## src/shared/ddrc_defs.vh

```
// Register map, field positions, reset values and timing counts for the DDR retimer control
`ifndef DDRC_DEFS_VH
`define DDRC_DEFS_VH

// ----------------------------------------------------------------------
// Register indices and byte addresses (index times four)
// ----------------------------------------------------------------------
`define DDRC_IDX_DATA_CTRL  8'h02
`define DDRC_IDX_MEM_ADDR   8'h10
`define DDRC_IDX_MEM_DATA   8'h11
`define DDRC_IDX_CAL_CMD    8'h12
`define DDRC_IDX_PHASE_CTRL 8'h14
`define DDRC_IDX_CAL_STAT   8'h15
`define DDRC_IDX_HW_REV     8'h1f
`define DDRC_ADDR_DATA_CTRL  10'h008
`define DDRC_ADDR_MEM_ADDR   10'h040
`define DDRC_ADDR_MEM_DATA   10'h044
`define DDRC_ADDR_CAL_CMD    10'h048
`define DDRC_ADDR_PHASE_CTRL 10'h050
`define DDRC_ADDR_CAL_STAT   10'h054
`define DDRC_ADDR_HW_REV     10'h07c

// ----------------------------------------------------------------------
// Field positions
// ----------------------------------------------------------------------
`define DDRC_DC_TWOS       3
`define DDRC_DC_EDGE       4
`define DDRC_DC_ORDER      5
`define DDRC_CC_Q_CLR      7
`define DDRC_CC_I_CLR      6
`define DDRC_CC_CAL_START  4
`define DDRC_CC_MEM_WR     3
`define DDRC_CC_MEM_RD     2
`define DDRC_CC_Q_RESTORE  1
`define DDRC_CC_I_RESTORE  0
`define DDRC_PC_Q_HI       7
`define DDRC_PC_Q_LO       6
`define DDRC_PC_SEARCH     4
`define DDRC_PC_REACQ      3
`define DDRC_PC_OVERRIDE   2
`define DDRC_PC_I_HI       1
`define DDRC_PC_I_LO       0

// ----------------------------------------------------------------------
// Reset values and timing
// ----------------------------------------------------------------------
`define DDRC_RST_DATA_CTRL 8'h00
`define DDRC_RST_PHASE     2'h0
`define DDRC_COEF_DEFAULT  6'h20
`define DDRC_SEARCH_CYCLES 8'h80
`define DDRC_CAL_CYCLES    8'h40

`endif

```

## src/rtl/ddrc_top.v

```verilog
// DDR sample capture, retimer phase selection and calibration register control
//
// Functional notes
// - Samples arrive on one shared bus qualified by the host data clock
// - I and Q words alternate, one of each per data clock period
// - Sample bus is 8, 10, 12 or 14 bits wide by variant
// - Up to 250 MSPS combined with a 125 MHz data clock
// - Pair order and capture edge bits give four capture arrangements
// - Format bit selects unsigned binary or twos complement input
// - Writing one to bits 7/6 of 0x12 clears Q/I calibration complete
// - Writing one to bit 4 of 0x12 starts self-calibration
// - Writing one to bit 3 stores staged data at staged coefficient address
// - Writing one to bit 2 reads one coefficient from memory
// - Writing one to bit 1 restores Q coefficients to defaults
// - Writing one to bit 0 restores I coefficients to defaults
// - Without override the phase fields are read-only retimer results
// - With override the I field is writable and forces both paths
// - With override the Q field at bits 7:6 is writable
// - Bit 4 of 0x14 reads one while the retimer is searching
// - A written 0-to-1 on bit 3 of 0x14 restarts phase detection once searching has cleared
// - Read-only 8-bit revision register at 0x1F
// - Bit 4 of 0x02 selects rising or falling capture edge
// - Bit 5 of 0x02 selects whether I or Q comes first
// - Phase codes map 00 to phase 2, 01/10 to 3, 11 to 1
// - After reset a phase is chosen within 128 cycles, then searching clears
`include "ddrc_defs.vh"
`default_nettype none

module ddrc_top #(
  parameter       DW      = 14,
  parameter [7:0] HW_REV  = 8'h5c, // Arbitrary value
  parameter       COEF_N  = 64
) (
  // APB clock and reset
  input  wire          pclk,
  input  wire          presetn,
  // APB slave
  input  wire          psel,
  input  wire          penable,
  input  wire          pwrite,
  input  wire [9:0]    paddr,
  input  wire [31:0]   pwdata,
  output reg  [31:0]   prdata,
  output reg           pready,
  output reg           pslverr,
  // Host sample link
  input  wire          host_data_clock,
  input  wire [DW-1:0] sample_bus,
  // Converter side
  input  wire          converter_clock,
  output reg  [DW-1:0] i_sample_ff,
  output reg  [DW-1:0] q_sample_ff,
  output reg           sample_valid_ff,
  output reg  [1:0]    retimer_phase_ff
);

  // ----------------------------------------------------------------------
  // Input synchronisers
  // ----------------------------------------------------------------------
  reg [2:0]    dclk_sync_ff;
  reg [2:0]    cclk_sync_ff;
  reg [DW-1:0] bus_s1_ff;
  reg [DW-1:0] bus_s2_ff;
  reg [DW-1:0] bus_s3_ff;

  always @(posedge pclk or negedge presetn) begin
    if (!presetn) begin
      dclk_sync_ff <= 3'h0;
      cclk_sync_ff <= 3'h0;
      bus_s1_ff    <= {DW{1'b0}};
      bus_s2_ff    <= {DW{1'b0}};
      bus_s3_ff    <= {DW{1'b0}};
    end else begin
      dclk_sync_ff <= {dclk_sync_ff[1:0], host_data_clock};
      cclk_sync_ff <= {cclk_sync_ff[1:0], converter_clock};
      bus_s1_ff    <= sample_bus;
      bus_s2_ff    <= bus_s1_ff;
      bus_s3_ff    <= bus_s2_ff;
    end
  end

  wire dclk_rise = dclk_sync_ff[1] & ~dclk_sync_ff[2];
  wire dclk_fall = ~dclk_sync_ff[1] & dclk_sync_ff[2];
  wire cclk_rise = cclk_sync_ff[1] & ~cclk_sync_ff[2];

  // ----------------------------------------------------------------------
  // Control registers
  // ----------------------------------------------------------------------
  reg          twos_ff;
  reg          edge_sel_ff;
  reg          pair_order_sel_ff;
  reg [5:0]    mem_addr_ff;
  reg [5:0]    mem_data_ff;
  reg          phase_override_ff;
  reg [1:0]    i_force_ff;
  reg [1:0]    q_force_ff;
  reg          reacq_lvl_ff;
  reg          i_cal_complete_ff;
  reg          q_cal_complete_ff;
  reg          cal_busy_ff;
  reg [7:0]    cal_cnt_ff;
  reg [5:0]    i_coef_ff [0:COEF_N-1];
  reg [5:0]    q_coef_ff [0:COEF_N-1];

  wire wr_en = psel & penable & pwrite;
  wire rd_en = psel & ~penable & ~pwrite;
  wire cmd_wr = wr_en & (paddr == `DDRC_ADDR_CAL_CMD);
  wire q_cal_status_clear = cmd_wr & pwdata[`DDRC_CC_Q_CLR];
  wire i_cal_status_clear = cmd_wr & pwdata[`DDRC_CC_I_CLR];
  wire self_cal_start     = cmd_wr & pwdata[`DDRC_CC_CAL_START];
  wire coef_mem_write     = cmd_wr & pwdata[`DDRC_CC_MEM_WR];
  wire coef_mem_read      = cmd_wr & pwdata[`DDRC_CC_MEM_RD];
  wire q_coef_restore     = cmd_wr & pwdata[`DDRC_CC_Q_RESTORE];
  wire i_coef_restore     = cmd_wr & pwdata[`DDRC_CC_I_RESTORE];
  wire pc_wr = wr_en & (paddr == `DDRC_ADDR_PHASE_CTRL);
  wire reacquire = pc_wr & pwdata[`DDRC_PC_REACQ] & ~reacq_lvl_ff;

  always @(posedge pclk or negedge presetn) begin
    if (!presetn) begin
      twos_ff           <= 1'b0;
      edge_sel_ff       <= 1'b0;
      pair_order_sel_ff <= 1'b0;
      mem_addr_ff       <= 6'h00;
      mem_data_ff       <= 6'h00;
      phase_override_ff <= 1'b0;
      i_force_ff        <= `DDRC_RST_PHASE;
      q_force_ff        <= `DDRC_RST_PHASE;
      reacq_lvl_ff      <= 1'b0;
    end else begin
      if (wr_en && paddr == `DDRC_ADDR_DATA_CTRL) begin
        twos_ff           <= pwdata[`DDRC_DC_TWOS];
        edge_sel_ff       <= pwdata[`DDRC_DC_EDGE];
        pair_order_sel_ff <= pwdata[`DDRC_DC_ORDER];
      end
      if (wr_en && paddr == `DDRC_ADDR_MEM_ADDR)
        mem_addr_ff <= pwdata[5:0];
      if (wr_en && paddr == `DDRC_ADDR_MEM_DATA)
        mem_data_ff <= pwdata[5:0];
      else if (coef_mem_read)
        mem_data_ff <= i_coef_ff[mem_addr_ff];
      if (pc_wr) begin
        reacq_lvl_ff      <= pwdata[`DDRC_PC_REACQ];
        phase_override_ff <= pwdata[`DDRC_PC_OVERRIDE];
        if (phase_override_ff) begin
          i_force_ff <= pwdata[`DDRC_PC_I_HI:`DDRC_PC_I_LO];
          q_force_ff <= pwdata[`DDRC_PC_Q_HI:`DDRC_PC_Q_LO];
        end
      end
    end
  end

  // ----------------------------------------------------------------------
  // Coefficient memory
  // ----------------------------------------------------------------------
  genvar g;
  generate
    for (g = 0; g < COEF_N; g = g + 1) begin : g_coef
      always @(posedge pclk or negedge presetn) begin
        if (!presetn) begin
          i_coef_ff[g] <= `DDRC_COEF_DEFAULT;
          q_coef_ff[g] <= `DDRC_COEF_DEFAULT;
        end else begin
          if (i_coef_restore)
            i_coef_ff[g] <= `DDRC_COEF_DEFAULT;
          else if (coef_mem_write && mem_addr_ff == g)
            i_coef_ff[g] <= mem_data_ff;
          if (q_coef_restore)
            q_coef_ff[g] <= `DDRC_COEF_DEFAULT;
          else if (coef_mem_write && mem_addr_ff == g)
            q_coef_ff[g] <= mem_data_ff;
        end
      end
    end
  endgenerate

  // ----------------------------------------------------------------------
  // Self-calibration sequencer
  // ----------------------------------------------------------------------
  always @(posedge pclk or negedge presetn) begin
    if (!presetn) begin
      cal_busy_ff       <= 1'b0;
      cal_cnt_ff        <= 8'h00;
      i_cal_complete_ff <= 1'b0;
      q_cal_complete_ff <= 1'b0;
    end else begin
      if (self_cal_start && !cal_busy_ff) begin
        cal_busy_ff <= 1'b1;
        cal_cnt_ff  <= `DDRC_CAL_CYCLES;
      end else if (cal_busy_ff) begin
        cal_cnt_ff <= cal_cnt_ff - 8'h01;
        if (cal_cnt_ff == 8'h01)
          cal_busy_ff <= 1'b0;
      end
      // Completion wins over a clear in the same cycle
      if (cal_busy_ff && cal_cnt_ff == 8'h01) begin
        i_cal_complete_ff <= 1'b1;
        q_cal_complete_ff <= 1'b1;
      end else begin
        if (i_cal_status_clear)
          i_cal_complete_ff <= 1'b0;
        if (q_cal_status_clear)
          q_cal_complete_ff <= 1'b0;
      end
    end
  end

  // ----------------------------------------------------------------------
  // Phase search
  // ----------------------------------------------------------------------
  localparam [2:0] ST_SEARCH = 3'h1;
  localparam [2:0] ST_LOCK   = 3'h2;
  localparam [2:0] ST_IDLE   = 3'h4;

  reg [2:0] st_ff;
  reg [7:0] srch_cnt_ff;
  reg [5:0] since_dclk_ff;
  reg [5:0] dclk_per_ff;
  reg [1:0] i_auto_ff;
  reg [1:0] q_auto_ff;

  // Quadrant of converter edge within the data clock period
  wire [1:0] quad = (dclk_per_ff == 6'h00) ? 2'h0 :
                    (since_dclk_ff < {2'h0, dclk_per_ff[5:2]}) ? 2'h0 :
                    (since_dclk_ff < {1'b0, dclk_per_ff[5:1]}) ? 2'h1 :
                    (since_dclk_ff < dclk_per_ff - {2'h0, dclk_per_ff[5:2]}) ? 2'h2 :
                    2'h3;

  always @(posedge pclk or negedge presetn) begin
    if (!presetn) begin
      st_ff         <= ST_SEARCH;
      srch_cnt_ff   <= 8'h00;
      since_dclk_ff <= 6'h00;
      dclk_per_ff   <= 6'h00;
      i_auto_ff     <= `DDRC_RST_PHASE;
      q_auto_ff     <= `DDRC_RST_PHASE;
    end else begin
      if (dclk_rise) begin
        since_dclk_ff <= 6'h00;
        dclk_per_ff   <= since_dclk_ff + 6'h01;
      end else if (since_dclk_ff != 6'h3f) begin
        since_dclk_ff <= since_dclk_ff + 6'h01;
      end
      case (st_ff)
        ST_SEARCH: begin
          srch_cnt_ff <= srch_cnt_ff + 8'h01;
          if (cclk_rise) begin
            i_auto_ff <= quad;
            q_auto_ff <= quad;
          end
          if (srch_cnt_ff == `DDRC_SEARCH_CYCLES - 8'h02)
            st_ff <= ST_LOCK;
        end
        ST_LOCK: begin
          st_ff <= ST_IDLE;
        end
        ST_IDLE: begin
          if (reacquire) begin
            st_ff       <= ST_SEARCH;
            srch_cnt_ff <= 8'h00;
          end
        end
        default: begin
          st_ff <= ST_SEARCH;
        end
      endcase
    end
  end

  wire       searching = st_ff[0] | st_ff[1];
  wire [1:0] i_mode = phase_override_ff ? i_force_ff : i_auto_ff;
  wire [1:0] q_mode = phase_override_ff ? q_force_ff : q_auto_ff;

  // ----------------------------------------------------------------------
  // DDR capture and retiming
  // ----------------------------------------------------------------------
  reg [DW-1:0] first_ff;
  reg [DW-1:0] pair_i_ff;
  reg [DW-1:0] pair_q_ff;
  reg          pair_tgl_ff;
  reg          pair_seen_ff;
  reg [1:0]    rt_dly_ff;

  wire         cap_first  = edge_sel_ff ? dclk_rise : dclk_fall;
  wire         cap_second = edge_sel_ff ? dclk_fall : dclk_rise;
  wire [DW-1:0] fmt = twos_ff ? bus_s3_ff : {~bus_s3_ff[DW-1], bus_s3_ff[DW-2:0]};

  // Retimer phase delay in pclk cycles: phase 1, 2, 3
  reg [1:0] rt_phase;
  always @* begin
    case (i_mode)
      2'h0:    rt_phase = 2'h2;
      2'h3:    rt_phase = 2'h1;
      default: rt_phase = 2'h3;
    endcase
  end

  always @(posedge pclk or negedge presetn) begin
    if (!presetn) begin
      first_ff         <= {DW{1'b0}};
      pair_i_ff        <= {DW{1'b0}};
      pair_q_ff        <= {DW{1'b0}};
      pair_tgl_ff      <= 1'b0;
      pair_seen_ff     <= 1'b0;
      rt_dly_ff        <= 2'h0;
      i_sample_ff      <= {DW{1'b0}};
      q_sample_ff      <= {DW{1'b0}};
      sample_valid_ff  <= 1'b0;
      retimer_phase_ff <= 2'h0;
    end else begin
      retimer_phase_ff <= rt_phase;
      sample_valid_ff  <= 1'b0;
      if (cap_first)
        first_ff <= fmt;
      if (cap_second) begin
        pair_i_ff   <= pair_order_sel_ff ? first_ff : fmt;
        pair_q_ff   <= pair_order_sel_ff ? fmt : first_ff;
        pair_tgl_ff <= 1'b1;
        rt_dly_ff   <= 2'h0;
      end else if (pair_tgl_ff) begin
        rt_dly_ff <= rt_dly_ff + 2'h1;
        if (rt_dly_ff + 2'h1 == rt_phase) begin
          pair_tgl_ff <= 1'b0;
          pair_seen_ff <= 1'b1;
        end
      end
      // Retimed pair handed to converter outputs once per data clock period
      if (pair_seen_ff) begin
        pair_seen_ff    <= 1'b0;
        i_sample_ff     <= pair_i_ff;
        q_sample_ff     <= pair_q_ff;
        sample_valid_ff <= ~searching;
      end
    end
  end

  // ----------------------------------------------------------------------
  // APB slave
  // ----------------------------------------------------------------------
  reg [7:0] rd_mux;
  reg       rd_err;
  always @* begin
    rd_err = 1'b0;
    case (paddr)
      `DDRC_ADDR_DATA_CTRL:  rd_mux = {2'h0, pair_order_sel_ff, edge_sel_ff, twos_ff, 3'h0};
      `DDRC_ADDR_MEM_ADDR:   rd_mux = {2'h0, mem_addr_ff};
      `DDRC_ADDR_MEM_DATA:   rd_mux = {2'h0, mem_data_ff};
      `DDRC_ADDR_CAL_CMD:    rd_mux = 8'h00;
      `DDRC_ADDR_PHASE_CTRL: rd_mux = {q_mode, 1'b0, searching, reacq_lvl_ff,
                                       phase_override_ff, i_mode};
      `DDRC_ADDR_CAL_STAT:   rd_mux = {q_cal_complete_ff, i_cal_complete_ff, 5'h00,
                                       cal_busy_ff};
      `DDRC_ADDR_HW_REV:     rd_mux = HW_REV;
      default: begin
        rd_mux = 8'h00;
        rd_err = 1'b1;
      end
    endcase
  end

  always @(posedge pclk or negedge presetn) begin
    if (!presetn) begin
      prdata  <= 32'h00000000;
      pready  <= 1'b0;
      pslverr <= 1'b0;
    end else begin
      pready  <= psel & ~penable;
      pslverr <= psel & ~penable & rd_err;
      if (rd_en)
        prdata <= {24'h000000, rd_mux};
    end
  end

endmodule

`default_nettype wire

```

## config.mk

```make
export PLATFORM = sky130hd
export DESIGN_NAME = ddrc_top
export DESIGN_NICKNAME = d
export VERILOG_FILES = /design/src/rtl/ddrc_top.v
export VERILOG_INCLUDE_DIRS = /design/src /design/src/shared
export SDC_FILE = /design/constraint.sdc
export NUM_CORES = 1
export LEC_CHECK = 0
export BUFFER_PORTS_ARGS = -buffer_cell sky130_fd_sc_hd__buf_2
export CAP_MARGIN = 5
export CELL_PAD_IN_SITES_DETAIL_PLACEMENT = 1
export CELL_PAD_IN_SITES_GLOBAL_PLACEMENT = 2
export CORE_ASPECT_RATIO = 1.1
export CORE_UTILIZATION = 30
export CTS_CLUSTER_SIZE = 8
export DETAILED_ROUTE_END_ITERATION = 10
export PLACE_DENSITY = 0.59
export SKIP_CTS_REPAIR_TIMING = 1
export SLEW_MARGIN = 25
export SYNTH_ARGS = -nofsm -noshare
export SYNTH_HDL_FRONTEND = slang
export SYNTH_SLANG_ARGS = --single-unit
```

## constraint.sdc

```tcl
create_clock -name pclk -period 4.1 [get_ports pclk]
set_clock_uncertainty 0.2 [all_clocks]
set_input_delay 0.82 -clock pclk [delete_from_list [all_inputs] [get_ports pclk]]
set_output_delay 0.82 -clock pclk [all_outputs]
set_load 0.02 [all_outputs]
```

After elaboration in Yosys (flattened, before gate mapping)
Index checks and enable logic that the tools add are counted.

Add/subtract/negate cells: 5. Multiply operators: 0. Div/mod/pow operators: 0. Magnitude comparators: 4. Eq/ne operators: 80. Shifts and indexed selects: 0. Mux-type cells: 173. Bitwise gates (word level): 28. Reduce and logical (&&, ||, !) cells: 149.

Operator list (count): $mux 6 (134); $eq 6x6->1 const B (32); $reduce_bool 2->1 (71); $eq 6x5->1 const B (16); $logic_and 1x1->1 (69); $eq 10x7->1 const B (6); $eq 6x4->1 const B (8); $pmux 8 s6 (1); $mux 14 (3); $bmux 6 s6 (1); $eq 6x3->1 const B (4); $mux 8 (3); $mux 1 (19); $and 1x1->1 (18); $pmux 8 s2 (1); $mux 2 (7); $eq 6x2->1 const B (2); $logic_not 6->1 (2); $eq 10x4->1 const B (1); $pmux 3 s3 (1); $add 8x1->8 const B (1); $eq 8x1->1 const B (1); $eq 8x7->1 const B (1); $not 1->1 (8); 24 further kinds (29).

Bits in registers: 576. Latch bits: 0. Bits in writable memories: 0. Bits in read-only memories: 0. Bits of input ports: 63. Output and inout bits: 65. Logic and storage cells: 539. Memories kept: 0.

Depth between registers and ports, before layout
Gate-level depths: netlist (run 1).

Depth in word-level cells: 8. Gate-level depth with buffers: 12. Depth with buffers taken out: 12.

Worst setup path before layout (run 1)
OpenSTA, ideal clock, no wires.

Path type: input -> register. From: input port paddr[7]. To: register mem_data_ff[1]. Library setup time: 0.124 ns. Data arrival time: 2.485 ns. Data required time: 3.776 ns. Slack: 1.291 ns. Stages on the path: 7. Path buffers: 1. Cells stage by stage: or4b_1 > nor2_1 > and3_1 > clkbuf_1 > nor2_1 > a221o_1 > a211o_1.

Word-level cells in the longest chain between the ends: 4. Elaborated cells on any way between the ends: 7. Classes of those cells: eq/ne (2); mux (1); bitwise (2); reduce/logical (2).

Ends and longest elaborated chain: from (decl) (RTL line ddrc_top.v:41) `input wire [9:0] paddr,`; $eq 10x7->1; $and 1x1->1 (RTL line ddrc_top.v:107) `` wire cmd_wr = wr_en & (paddr == `DDRC_ADDR_CAL_CMD); ``; $and 1x1->1 (RTL line ddrc_top.v:112) `` wire coef_mem_read = cmd_wr & pwdata[`DDRC_CC_MEM_RD]; ``; $reduce_bool 2->1 (no line); to (signal assigned) (RTL line ddrc_top.v:138) `mem_data_ff <= pwdata[5:0];`; to (signal assigned) (RTL line ddrc_top.v:140) `mem_data_ff <= i_coef_ff[mem_addr_ff];`; to (decl) (RTL line ddrc_top.v:93) `reg [5:0] mem_data_ff;`.

Several ways; a longest one is shown, not always the timed one. A chain may end at the register's enable or synchronous reset.

Worst setup path after layout (run 1)
From: register mem_addr_ff[1]. To: register mem_data_ff[0].

Word-level cells in the longest chain between the ends: 6.

Ends and longest elaborated chain: from (decl) (RTL line ddrc_top.v:92) `reg [5:0] mem_addr_ff;`; from (signal assigned) (RTL line ddrc_top.v:136) `mem_addr_ff <= pwdata[5:0];`; $not 6->7 (implied by the code) (RTL line ddrc_top.v:140); $bmux 6 s6 (RTL line ddrc_top.v:140); $mux 6 (implied by the code) (2 in a row) (RTL line ddrc_top.v:140); $mux 6 (RTL line ddrc_top.v:139) `else if (coef_mem_read)`; $mux 6 (RTL line ddrc_top.v:137) `` if (wr_en && paddr == `DDRC_ADDR_MEM_DATA) ``.

Every way passes these cells. The select of a mux whose other input is x is not followed.

==> results_dict.tcl, run 1 <==
set metrics [dict create \
    outcome "finished clean" \
    critPathRequiredTime_ps 4360 \
    vias_per_cell 5.25 \
    regArea_mm2 0.0145 \
    yosysMostFrequentCell "nand2_1" \
    max_stage_delay_ps 860 \
    syn_area_per_cell_um2 10.1 \
    rsz0062_at_grt "false" \
    p_leak_nw 12.6 \
    drt_wl_total_um 88500 \
    ys_seq_elements 576 \
    intPower_w 0.0105 \
    hold_violations 0 \
    fmax_ghz 0.288 \
    ys.flop_type "dfrtp_1" \
    pin_count 128 \
    fp.dieW_um 289 \
    synth_cell_types 62 \
    fp-row-count 115 \
    regMostFlops "i_coef_ff" \
    largest_reg_flops 384 \
    die-area_mm2 0.0919 \
    root_buffer "clkbuf_16" \
    yosysSeqAreaShare_pct 53.3 \
    setup-violations-final 0 \
    r2r_start "mem_addr_ff[1]" \
    ys_async_sr_fraction_pct 100 \
    core_region_area_mm2 0.0896 \
    power_frac_clock_pct 44.7 \
    cts_max_level 3 \
    path_clk_slew_ps 50 \
    drt_pass1_iterations 4 \
    cp.arrival_ps 3730 \
    routabilityCongestion 0.779 \
    grt_pass1_wl_um 138000 \
    synth_largest_area_cell "dfrtp_1" \
    synth-edff-count 0 \
    area_delta_synth_final_pct 15.8 \
    critPathLaunchType "flop" \
    drv_slew 0 \
    yosys.area.top_type_share_pct 47.0 \
    worstHoldPathType "in -> async" \
    swShare_pct 26.7 \
    numCtsBuffers 82 \
    drtIter0Drc 1080 \
    synth_area_leaders "dfrtp_1 (47%), nand2_1 (7.1%), a21oi_1 (6.7%)" \
    n_fill_cell 9958 \
    worstMarginPinSlew_ps 1050 \
    worst-path-max-fanout 34 \
    antennaDiodeCount 0 \
    cts_sinks 576 \
    drive_above_1_share_pct 17.9 \
    r2r_slack_ps 630 \
    portBuffers 79 \
    final_core_util_pct 35.1 \
    power_density_mw_per_mm2 454 \
    cp_cell_sequence "buf_4, mux4_2, a22oi_1, nand2_1, o21ai_0, nand4_1" \
    pwr-share-seq_pct 44.1 \
    fin_crit_sh_pct 84.6 \
    syn_area_mm2 0.0272 \
    clock_latency_ps 640 \
    period_needed_ps 3470 \
    syn_inst 2696 \
    grt_util_all_layers_pct 19.4 \
    multi_input_area_mm2 0.0116 \
    start_util_pct 30.3 \
    final.setup.tns_ps 0 \
    fin_nets 2825 \
    grt_max_degree 116 \
    path_class "reg -> reg" \
    grt_overflow 0 \
    dieHeight_um 318 \
    antenna_found_initial 1 \
    crit_path_start "mem_addr_ff[1]" \
    wl_per_cell_um 22.3 \
    critPathSlowestCell "dfrtp_4" \
    power_frac_comb_pct 11.2 \
    cp_top_family "compound AO/OA/AOI/OAI gates" \
    antenna_left 0 \
    synth_commonest_cells "nand2_1 (512), dfrtp_1 (511), a21oi_1 (366)" \
    cts_buffer_depth 3 \
    max_slew_margin_pct 29.9 \
    cp-end-kind "flop" \
    grt_pass1_vias 22366 \
    cts_tree "built" \
    vias 20802 \
    yosysWarnings 0 \
    cap_violations 0 \
    cp_num_buf_inv 1 \
    drc 0 \
    whs_ps 73.7 \
    hpwlAfterDp_um 56800 \
    switchingPower_w 0.00381 \
    ir_drop_v 0.000364 \
]
[per-stage QoR]
| stage | cells | setup slack (ps) | power, W | cell area (um^2) |
|---|---|---|---|---|
| 2_1_floorplan | 2719 | 1290 | 0.00739 | 27300 |
| 3_3_place_gp | 3825 | 674 | 0.00795 | 29100 |
| 3_5_place_dp | 3825 | 677 | 0.00802 | 29100 |
| 4_1_cts | 3965 | 651 | 0.0146 | 31500 |
| 5_1_grt | 3966 | 500 | 0.0150 | 31500 |
| 6_report | 3966 | 632 | 0.0143 | 31500 |
[area by class of cell]
| cell class | instances | share of cell area [%] |
|---|---|---|
| clock buffer | 134 | 7.20 |
| clock inverter | 6 | 0.250 |
| inverter | 17 | 0.203 |
| multi-input combinational | 1876 | 36.9 |
| sequential | 576 | 46.1 |
| tap | 1170 | 4.65 |
| timing repair buffer | 187 | 4.66 |
[worst register-to-register path: cells and delay by family (launching register included)]
family,cells,cell delay (ps)
AOI/OAI and AO/OA,2,1040
buffers and inverters,1,500
DFF,1,860
and+or+nand+nor,2,310
muxes,1,390
[layer usage]
layer | vias to the layer above | routed length [um] | part of all wire (%) | track usage (%)
li1 | 9560 | - | - | -
met1 | 10820 | 39900 | 45 | 25.8
met2 | 300 | 43400 | 49 | 32.1
met3 | 122 | 2640 | 3.0 | 2.83
met4 | 0 | 2550 | 2.9 | 6.62
met5 | - | 0 | 0 | 0
[placed cells by master, fill, tap and decap left out, drive strengths merged, types with 4 or more instances in the layout]
cell type | synthesis | routed
and2 | 5 | 5
ha | 21 | 21
mux2 | 57 | 57
nor4b | 5 | 5
a22oi | 39 | 39
o21ai | 34 | 34
a211oi | 10 | 10
mux2i | 103 | 103
a21oi | 366 | 366
inv | 17 | 20
xor2 | 11 | 11
dfrtp | 511 | 511
mux4 | 71 | 71
a21o | 8 | 8
conb | 1 | 24
nor4 | 4 | 4
nand2 | 512 | 512
nor2 | 73 | 73
and3 | 14 | 14
nor3b | 4 | 4
nand2b | 11 | 11
xnor2 | 13 | 13
dfstp | 65 | 65
a211o | 5 | 5
buf | 112 | 187
o211ai | 67 | 67
nor2b | 19 | 19
o22ai | 5 | 5
clkbuf | 138 | 134
nor3 | 13 | 13
nand4 | 9 | 9
nand3 | 338 | 338
[power groups by stage]
stage               clock, W  combinational (W)  sequential, W
floorplan                  0           0.000884        0.00651
global placement           0            0.00157        0.00639
detailed placement         0            0.00161        0.00641
CTS                  0.00661            0.00163        0.00631
global route         0.00684            0.00180        0.00636
finish               0.00639            0.00159        0.00630
[cells by family after synthesis]
| logic type | after synthesis | synth area share [%] |
|---|---|---|
| and+or+nand+nor | 1020 | 16.7 |
| DFF | 576 | 53.3 |
| AOI/OAI and AO/OA | 555 | 11.7 |
| buffers and inverters | 267 | 4.44 |
| muxes | 231 | 12.0 |
| xor gates and xnor gates | 24 | 0.773 |
| adders and majority gates | 22 | 1.04 |
| other | 1 | 0.0138 |
[final timing paths]
check                                 endpoint  cells after the start
min in group pclk                 bus_s1_ff[4]                      1
max in group asynchronous         pair_seen_ff                      2
worst min-delay path              reacq_lvl_ff                      1
worst min register to register    bus_s2_ff[5]                      0
worst max register to register  mem_data_ff[0]                      6
worst max-delay path            mem_data_ff[0]                      6
No activity file was read; power rests on OpenSTA's default activity.
==> run 2, diff against run 1 <==
--- a/config.mk
+++ b/config.mk
@@ -6,6 +6,7 @@
 export SDC_FILE = /design/constraint.sdc
 export NUM_CORES = 1
 export LEC_CHECK = 0
+export ABC_AREA = 1
 export BUFFER_PORTS_ARGS = -buffer_cell sky130_fd_sc_hd__buf_2
 export CAP_MARGIN = 5
 export CELL_PAD_IN_SITES_DETAIL_PLACEMENT = 1
@@ -14,7 +15,7 @@
 export CORE_UTILIZATION = 30
 export CTS_CLUSTER_SIZE = 8
 export DETAILED_ROUTE_END_ITERATION = 10
-export PLACE_DENSITY = 0.59
+export PLACE_DENSITY = 0.63
 export SKIP_CTS_REPAIR_TIMING = 1
 export SLEW_MARGIN = 25
 export SYNTH_ARGS = -nofsm -noshare
==> constraint.sdc (replaced) <==
create_clock -name pclk -period 3.37 [get_ports pclk]
set_clock_uncertainty 0.2 [all_clocks]
set_input_delay 0.674 -clock pclk [delete_from_list [all_inputs] [get_ports pclk]]
set_output_delay 0.674 -clock pclk [all_outputs]
set_load 0.02 [all_outputs]
==> run 2 against run 1 <==
Net effect:
- clock power up 21%
- final cell count is 16% higher
- count of clock-buffer cells in the layout fell by 22
- final area rose by 1.7%
- critical path type unchanged
==> results_dict.tcl, run 2 <==
set metrics [dict create \
    largest_reg_flops 384 \
    fmax_ghz 0.325 \
    fp.dieW_um 290 \
    final_common_cell "nand2_1" \
    drive_above_1_share_pct 13.6 \
    hold_violations 0 \
    yosysMostFrequentCell "nand2_1" \
    synth-edff-count 0 \
    outcome "finished clean" \
    reg2reg_depth 7 \
    dieHeight_um 318 \
    syn_inst 3267 \
    area_delta_synth_final_pct 17.3 \
    core_region_area_mm2 0.0898 \
    path_clk_slew_ps 50 \
    numCtsBuffers 82 \
    p_leak_nw 15.4 \
    power_density_mw_per_mm2 530 \
    hpwlAfterDp_um 60600 \
    whs_ps 42.7 \
    path_class "reg -> reg" \
    clock_latency_ps 660 \
    root_buffer "clkbuf_16" \
    synth_commonest_cells "nand2_1 (1227), dfrtp_1 (511), o21ai_0 (239)" \
    grt_util_all_layers_pct 20.6 \
    min_delay_path_depth 2 \
    whs_endpoint "pready" \
    routabilityCongestion 0.809 \
    syn_area_mm2 0.0273 \
    syn_area_per_cell_um2 8.35 \
    worstMarginPinSlew_ps 945 \
    cts_max_level 3 \
    critPathRequiredTime_ps 3660 \
    r2r-end "i_coef_ff[2]" \
    r2r_start "mem_addr_ff[0]" \
    start_util_pct 30.4 \
    wl_per_cell_um 20.1 \
    antenna_found_initial 0 \
    drc 0 \
    synth_area_leaders "dfrtp_1 (47%), nand2_1 (17%), dfstp_2 (6.3%)" \
    drv_slew 0 \
    yosys.area.top_type_share_pct 46.9 \
    antennaDiodeCount 0 \
    die-area_mm2 0.0922 \
    synth_largest_area_cell "dfrtp_1" \
    worst-path-max-fanout 63 \
    antenna_left 0 \
    yosysSeqAreaShare_pct 53.1 \
    vias 22766 \
    fp-row-count 115 \
    final_core_util_pct 35.7 \
    cts_tree "built" \
    ys_async_sr_fraction_pct 100 \
    pre_cts_ws_ps 335 \
    drtIter0Drc 1329 \
    pin_count 128 \
    cp-end-kind "flop" \
    synth_cell_types 47 \
    rsz0062_at_grt "false" \
    portBuffers 79 \
    critPathLaunchType "flop" \
    grt_overflow 0 \
    final.setup.tns_ps 0 \
    cap_violations 0 \
    cts_buffer_depth 3 \
    layout_common_cells "nand2_1 (1227), dfrtp_1 (509), o21ai_0 (239)" \
    worstHoldPathType "in -> reg" \
    ys_seq_elements 576 \
    max_slew_margin_pct 36.9 \
    grt_pass1_wl_um 147000 \
    period_needed_ps 3080 \
    ys.flop_type "dfrtp_1" \
    power.total_w 0.0170 \
    drt_wl_total_um 92500 \
    vias_per_cell 4.95 \
    drt_pass1_iterations 7 \
    r2r_slack_ps 290 \
    fin_crit_sh_pct 91.4 \
    yosysWarnings 0 \
    cp.arrival_ps 3370 \
    grt_max_degree 90 \
    setup-violations-final 0 \
    cts_sinks 576 \
    ir_drop_v 0.000329 \
    grt_pass1_vias 24469 \
    min-delay-start "penable" \
    regMostFlops "i_coef_ff" \
    fin_ws_ps 291 \
    fin_nets 3484 \
]
[run 2: worst max-delay path by stage]
stage / start / to
after global placement: mem_addr_ff[1] / mem_data_ff[4]
after global routing: mem_addr_ff[1] / mem_data_ff[3]
after CTS: mem_addr_ff[0] / i_coef_ff[2]
final: mem_addr_ff[0] / i_coef_ff[2]
after floorplan: dclk_per_ff[0] / q_auto_ff[0]
after detailed placement: mem_addr_ff[0] / i_coef_ff[2]
[run 2: layout make-up]
class                      instances  area, um^2
timing repair buffer             203        1740
fill                           10621       57800
clock buffer                     112        2210
inverter                         234         878
multi-input combinational       2302       11100
sequential                       576       14500
clock inverter                     6         119
tap                             1170        1460
[run 2: kinds of logic (layout without fill, tap and decap cells)]
group                    after synthesis  after routing  synth area share, %
flip-flops                           576            576                 53.1
XOR/XNOR                              14             14                0.449
other                                  1             24               0.0137
buffers and inverters                412            555                 6.68
adder cells (fa/ha/maj)               22             22                 1.04
multiplexers                           3              3                0.124
AND/OR/NAND/NOR                     1560           1560                 23.1
AO/OA/AOI/OAI                        679            679                 15.4
[run 2: report_power, final]
part / internal, W / switching [W] / total (W) / leakage [nW]
logic: 0.000585 / 0.00113 / 0.00172 / 7.02
clock network: 0.00453 / 0.00322 / 0.00775 / 1.12
registers: 0.00727 / 0.000235 / 0.00751 / 7.27
total: 0.0124 / 0.00459 / 0.0170 / 15.4
[run 2: stage by stage]
| stage | cells | instance area [um^2] |
|---|---|---|
| floorplan | 3290 | 27400 |
| global route | 4603 | 32000 |
| CTS | 4586 | 31800 |
| global placement | 4468 | 29500 |
| finish | 4603 | 32000 |
| detailed placement | 4468 | 29500 |
[run 2: layer usage]
layer,global-route usage (%),vias to the layer above,share of wire [%],routed length [um]
met5,0,-,0,0
met4,5.64,0,2.2,2000
met3,2.94,126,3.2,2960
met2,34.5,309,48,44600
met1,27.5,11443,46,42900
li1,-,10888,-,-
[run 2: critical path, stage by stage, from the launching register on]
cell,delay [ps]
dfrtp_4,650
buf_12,360
nand2_1,130
buf_4,220
nor2_2,610
a31oi_1,440
nand2_1,140
o21ai_0,90
==> run 3, diff against run 2 <==
--- a/config.mk
+++ b/config.mk
@@ -15,7 +15,7 @@
 export CORE_UTILIZATION = 30
 export CTS_CLUSTER_SIZE = 8
 export DETAILED_ROUTE_END_ITERATION = 10
-export PLACE_DENSITY = 0.63
+export PLACE_DENSITY_LB_ADDON = 0.1
 export SKIP_CTS_REPAIR_TIMING = 1
 export SLEW_MARGIN = 25
 export SYNTH_ARGS = -nofsm -noshare
==> constraint.sdc (replaced) <==
create_clock -name pclk -period 3.12 [get_ports pclk]
set_clock_uncertainty 0.2 [all_clocks]
set_input_delay 0.624 -clock pclk [delete_from_list [all_inputs] [get_ports pclk]]
set_output_delay 0.624 -clock pclk [all_outputs]
set_load 0.02 [all_outputs]
==> run 3 against run 2 <==
Net effect:
- setup slack improved by 78 ps
- final area rose by 0.84%
- sequential power rose by 8.0%
- sequential share of layout area fell by 0.38 points
- via count rose by 0.10%
- final cell count rose by 0.46%
- count of clock-buffer cells in the layout fell by 7
- flip-flop and latch count did not move
- fmax rose by 12%
- first-iteration DRC count fell by 17%
- routed wire length rose by 1.3%
- die area did not move
- critical endpoint is now i_coef_ff[228]
==> results_dict.tcl, run 3 (synthesized netlist as in run 2, its figures left out) <==
set metrics [dict create \
    antenna_left 0 \
    path_clk_slew_ps 50 \
    p_leak_nw 15.6 \
    routabilityCongestion 0.806 \
    cp_cell_sequence "inv_2, nor2_2, inv_2, nor2_2, buf_4, a31oi_2, nand2_1, o21ai_1" \
    worstHoldPathType "in -> reg" \
    fin_nets 3511 \
    drt_pass1_iterations 5 \
    power_frac_clock_pct 45.5 \
    critPathLaunchType "flop" \
    vias_per_cell 4.93 \
    antenna_found_initial 0 \
    cp-end-kind "flop" \
    cp.arrival_ps 3060 \
    vias 22789 \
    fmax_ghz 0.363 \
    drive_above_1_share_pct 14.2 \
    period_needed_ps 2750 \
    wl_per_cell_um 20.3 \
    rsz0062_at_grt "false" \
    intPower_w 0.0133 \
    cts_sinks 576 \
    cts_max_level 3 \
    pwr-share-seq_pct 44.3 \
    switchingPower_w 0.00499 \
    root_buffer "clkbuf_16" \
    power_frac_comb_pct 10.2 \
    drtIter0Drc 1104 \
    reg2reg_depth 8 \
    portBuffers 79 \
    fin_cells 4624 \
    max_slew_margin_pct 39.7 \
    fin_crit_sh_pct 88.2 \
    worstMarginPinSlew_ps 904 \
    hold_violations 0 \
    area_delta_synth_final_pct 18.3 \
    cts_buffer_depth 3 \
    ir_drop_v 0.000356 \
    drc 0 \
    placed_cells 4494 \
    swShare_pct 27.3 \
    worst-path-max-fanout 10 \
    grt_max_degree 70 \
    min_delay_path_depth 3 \
    grt_pass1_vias 24498 \
    pin_count 128 \
    regMostFlops "i_coef_ff" \
    cts_tree "built" \
    antennaDiodeCount 0 \
    path_class "reg -> reg" \
    start_util_pct 30.4 \
    critPathSlowestCell "nor2_2" \
    drt_wl_total_um 93700 \
    numCtsBuffers 82 \
    hpwlAfterDp_um 62800 \
    cap_violations 0 \
    grt_pass1_wl_um 148000 \
    outcome "finished clean" \
    max_stage_delay_ps 600 \
    drv_slew 0 \
    power_density_mw_per_mm2 567 \
    die-area_mm2 0.0922 \
    whs_ps 49.3 \
    fp.dieW_um 290 \
    core_region_area_mm2 0.0898 \
    grt_overflow 0 \
    critPathRequiredTime_ps 3430 \
    dieHeight_um 318 \
    fp-row-count 115 \
    clock_latency_ps 650 \
    fin_ws_ps 369 \
    final_common_cell "nand2_1" \
    final.setup.tns_ps 0 \
    largest_reg_flops 384 \
    grt_util_all_layers_pct 20.8 \
    pre_cts_ws_ps 221 \
    setup-violations-final 0 \
    layout_common_cells "nand2_1 (1227), dfrtp_1 (509), o21ai_0 (239)" \
]
==> run 3: metrics by stage <==
step	total power (W)	area, um^2	utilization (%)
6_report	0.0183	32300	36.0
5_1_grt	0.0192	32300	36.0
4_1_cts	0.0187	32100	35.8
3_5_place_dp	0.0101	29800	33.2
3_3_place_gp	0.0101	29800	33.2
2_1_floorplan	0.00933	27400	-
==> run 3: worst paths after layout <==
check / start / end / slack [ps]
worst max-delay path: mem_addr_ff[3] / i_coef_ff[228] / 370
worst min-delay path: pwdata[5] / mem_data_ff[5] / 50
worst max register to register: mem_addr_ff[3] / i_coef_ff[228] / 370
worst min register to register: bus_s1_ff[9] / bus_s2_ff[9] / 150
max in group asynchronous: presetn / i_coef_ff[131] / 1430
min in group asynchronous: presetn / i_coef_ff[278] / 420
==> run 3: worst max-delay path, delay by kind of cell, from the launching register on <==
kind / cells / cell delay (ps)
AOI/OAI and AO/OA: 2 / 310
buffers and inverters: 3 / 490
DFF: 1 / 440
and+or+nand+nor: 3 / 1160
==> run 3: routing by layer <==
metal | up-vias | GRT usage [%] | part of all wire [%]
met1 | 11432 | 28.0 | 47
met5 | - | 0 | 0
li1 | 10918 | - | -
met3 | 137 | 2.60 | 3.1
met2 | 302 | 35.0 | 48
met4 | 0 | 5.78 | 2.4
==> run 3: cell type report <==
cell class / instances / area [um^2]
clock inverter: 7 / 176
inverter: 234 / 878
clock buffer: 105 / 2150
fill: 10651 / 57500
tap: 1170 / 1460
timing repair buffer: 230 / 2010
sequential: 576 / 14500
multi-input combinational: 2302 / 11100
==> run 3: power by group through the flow <==
stage,clock network [W],logic (W),registers (W)
after floorplan,0,0.000978,0.00835
after global placement,0,0.00185,0.00822
after detailed placement,0,0.00190,0.00824
after CTS,0.00865,0.00191,0.00811
after global routing,0.00891,0.00218,0.00816
final,0.00833,0.00188,0.00811
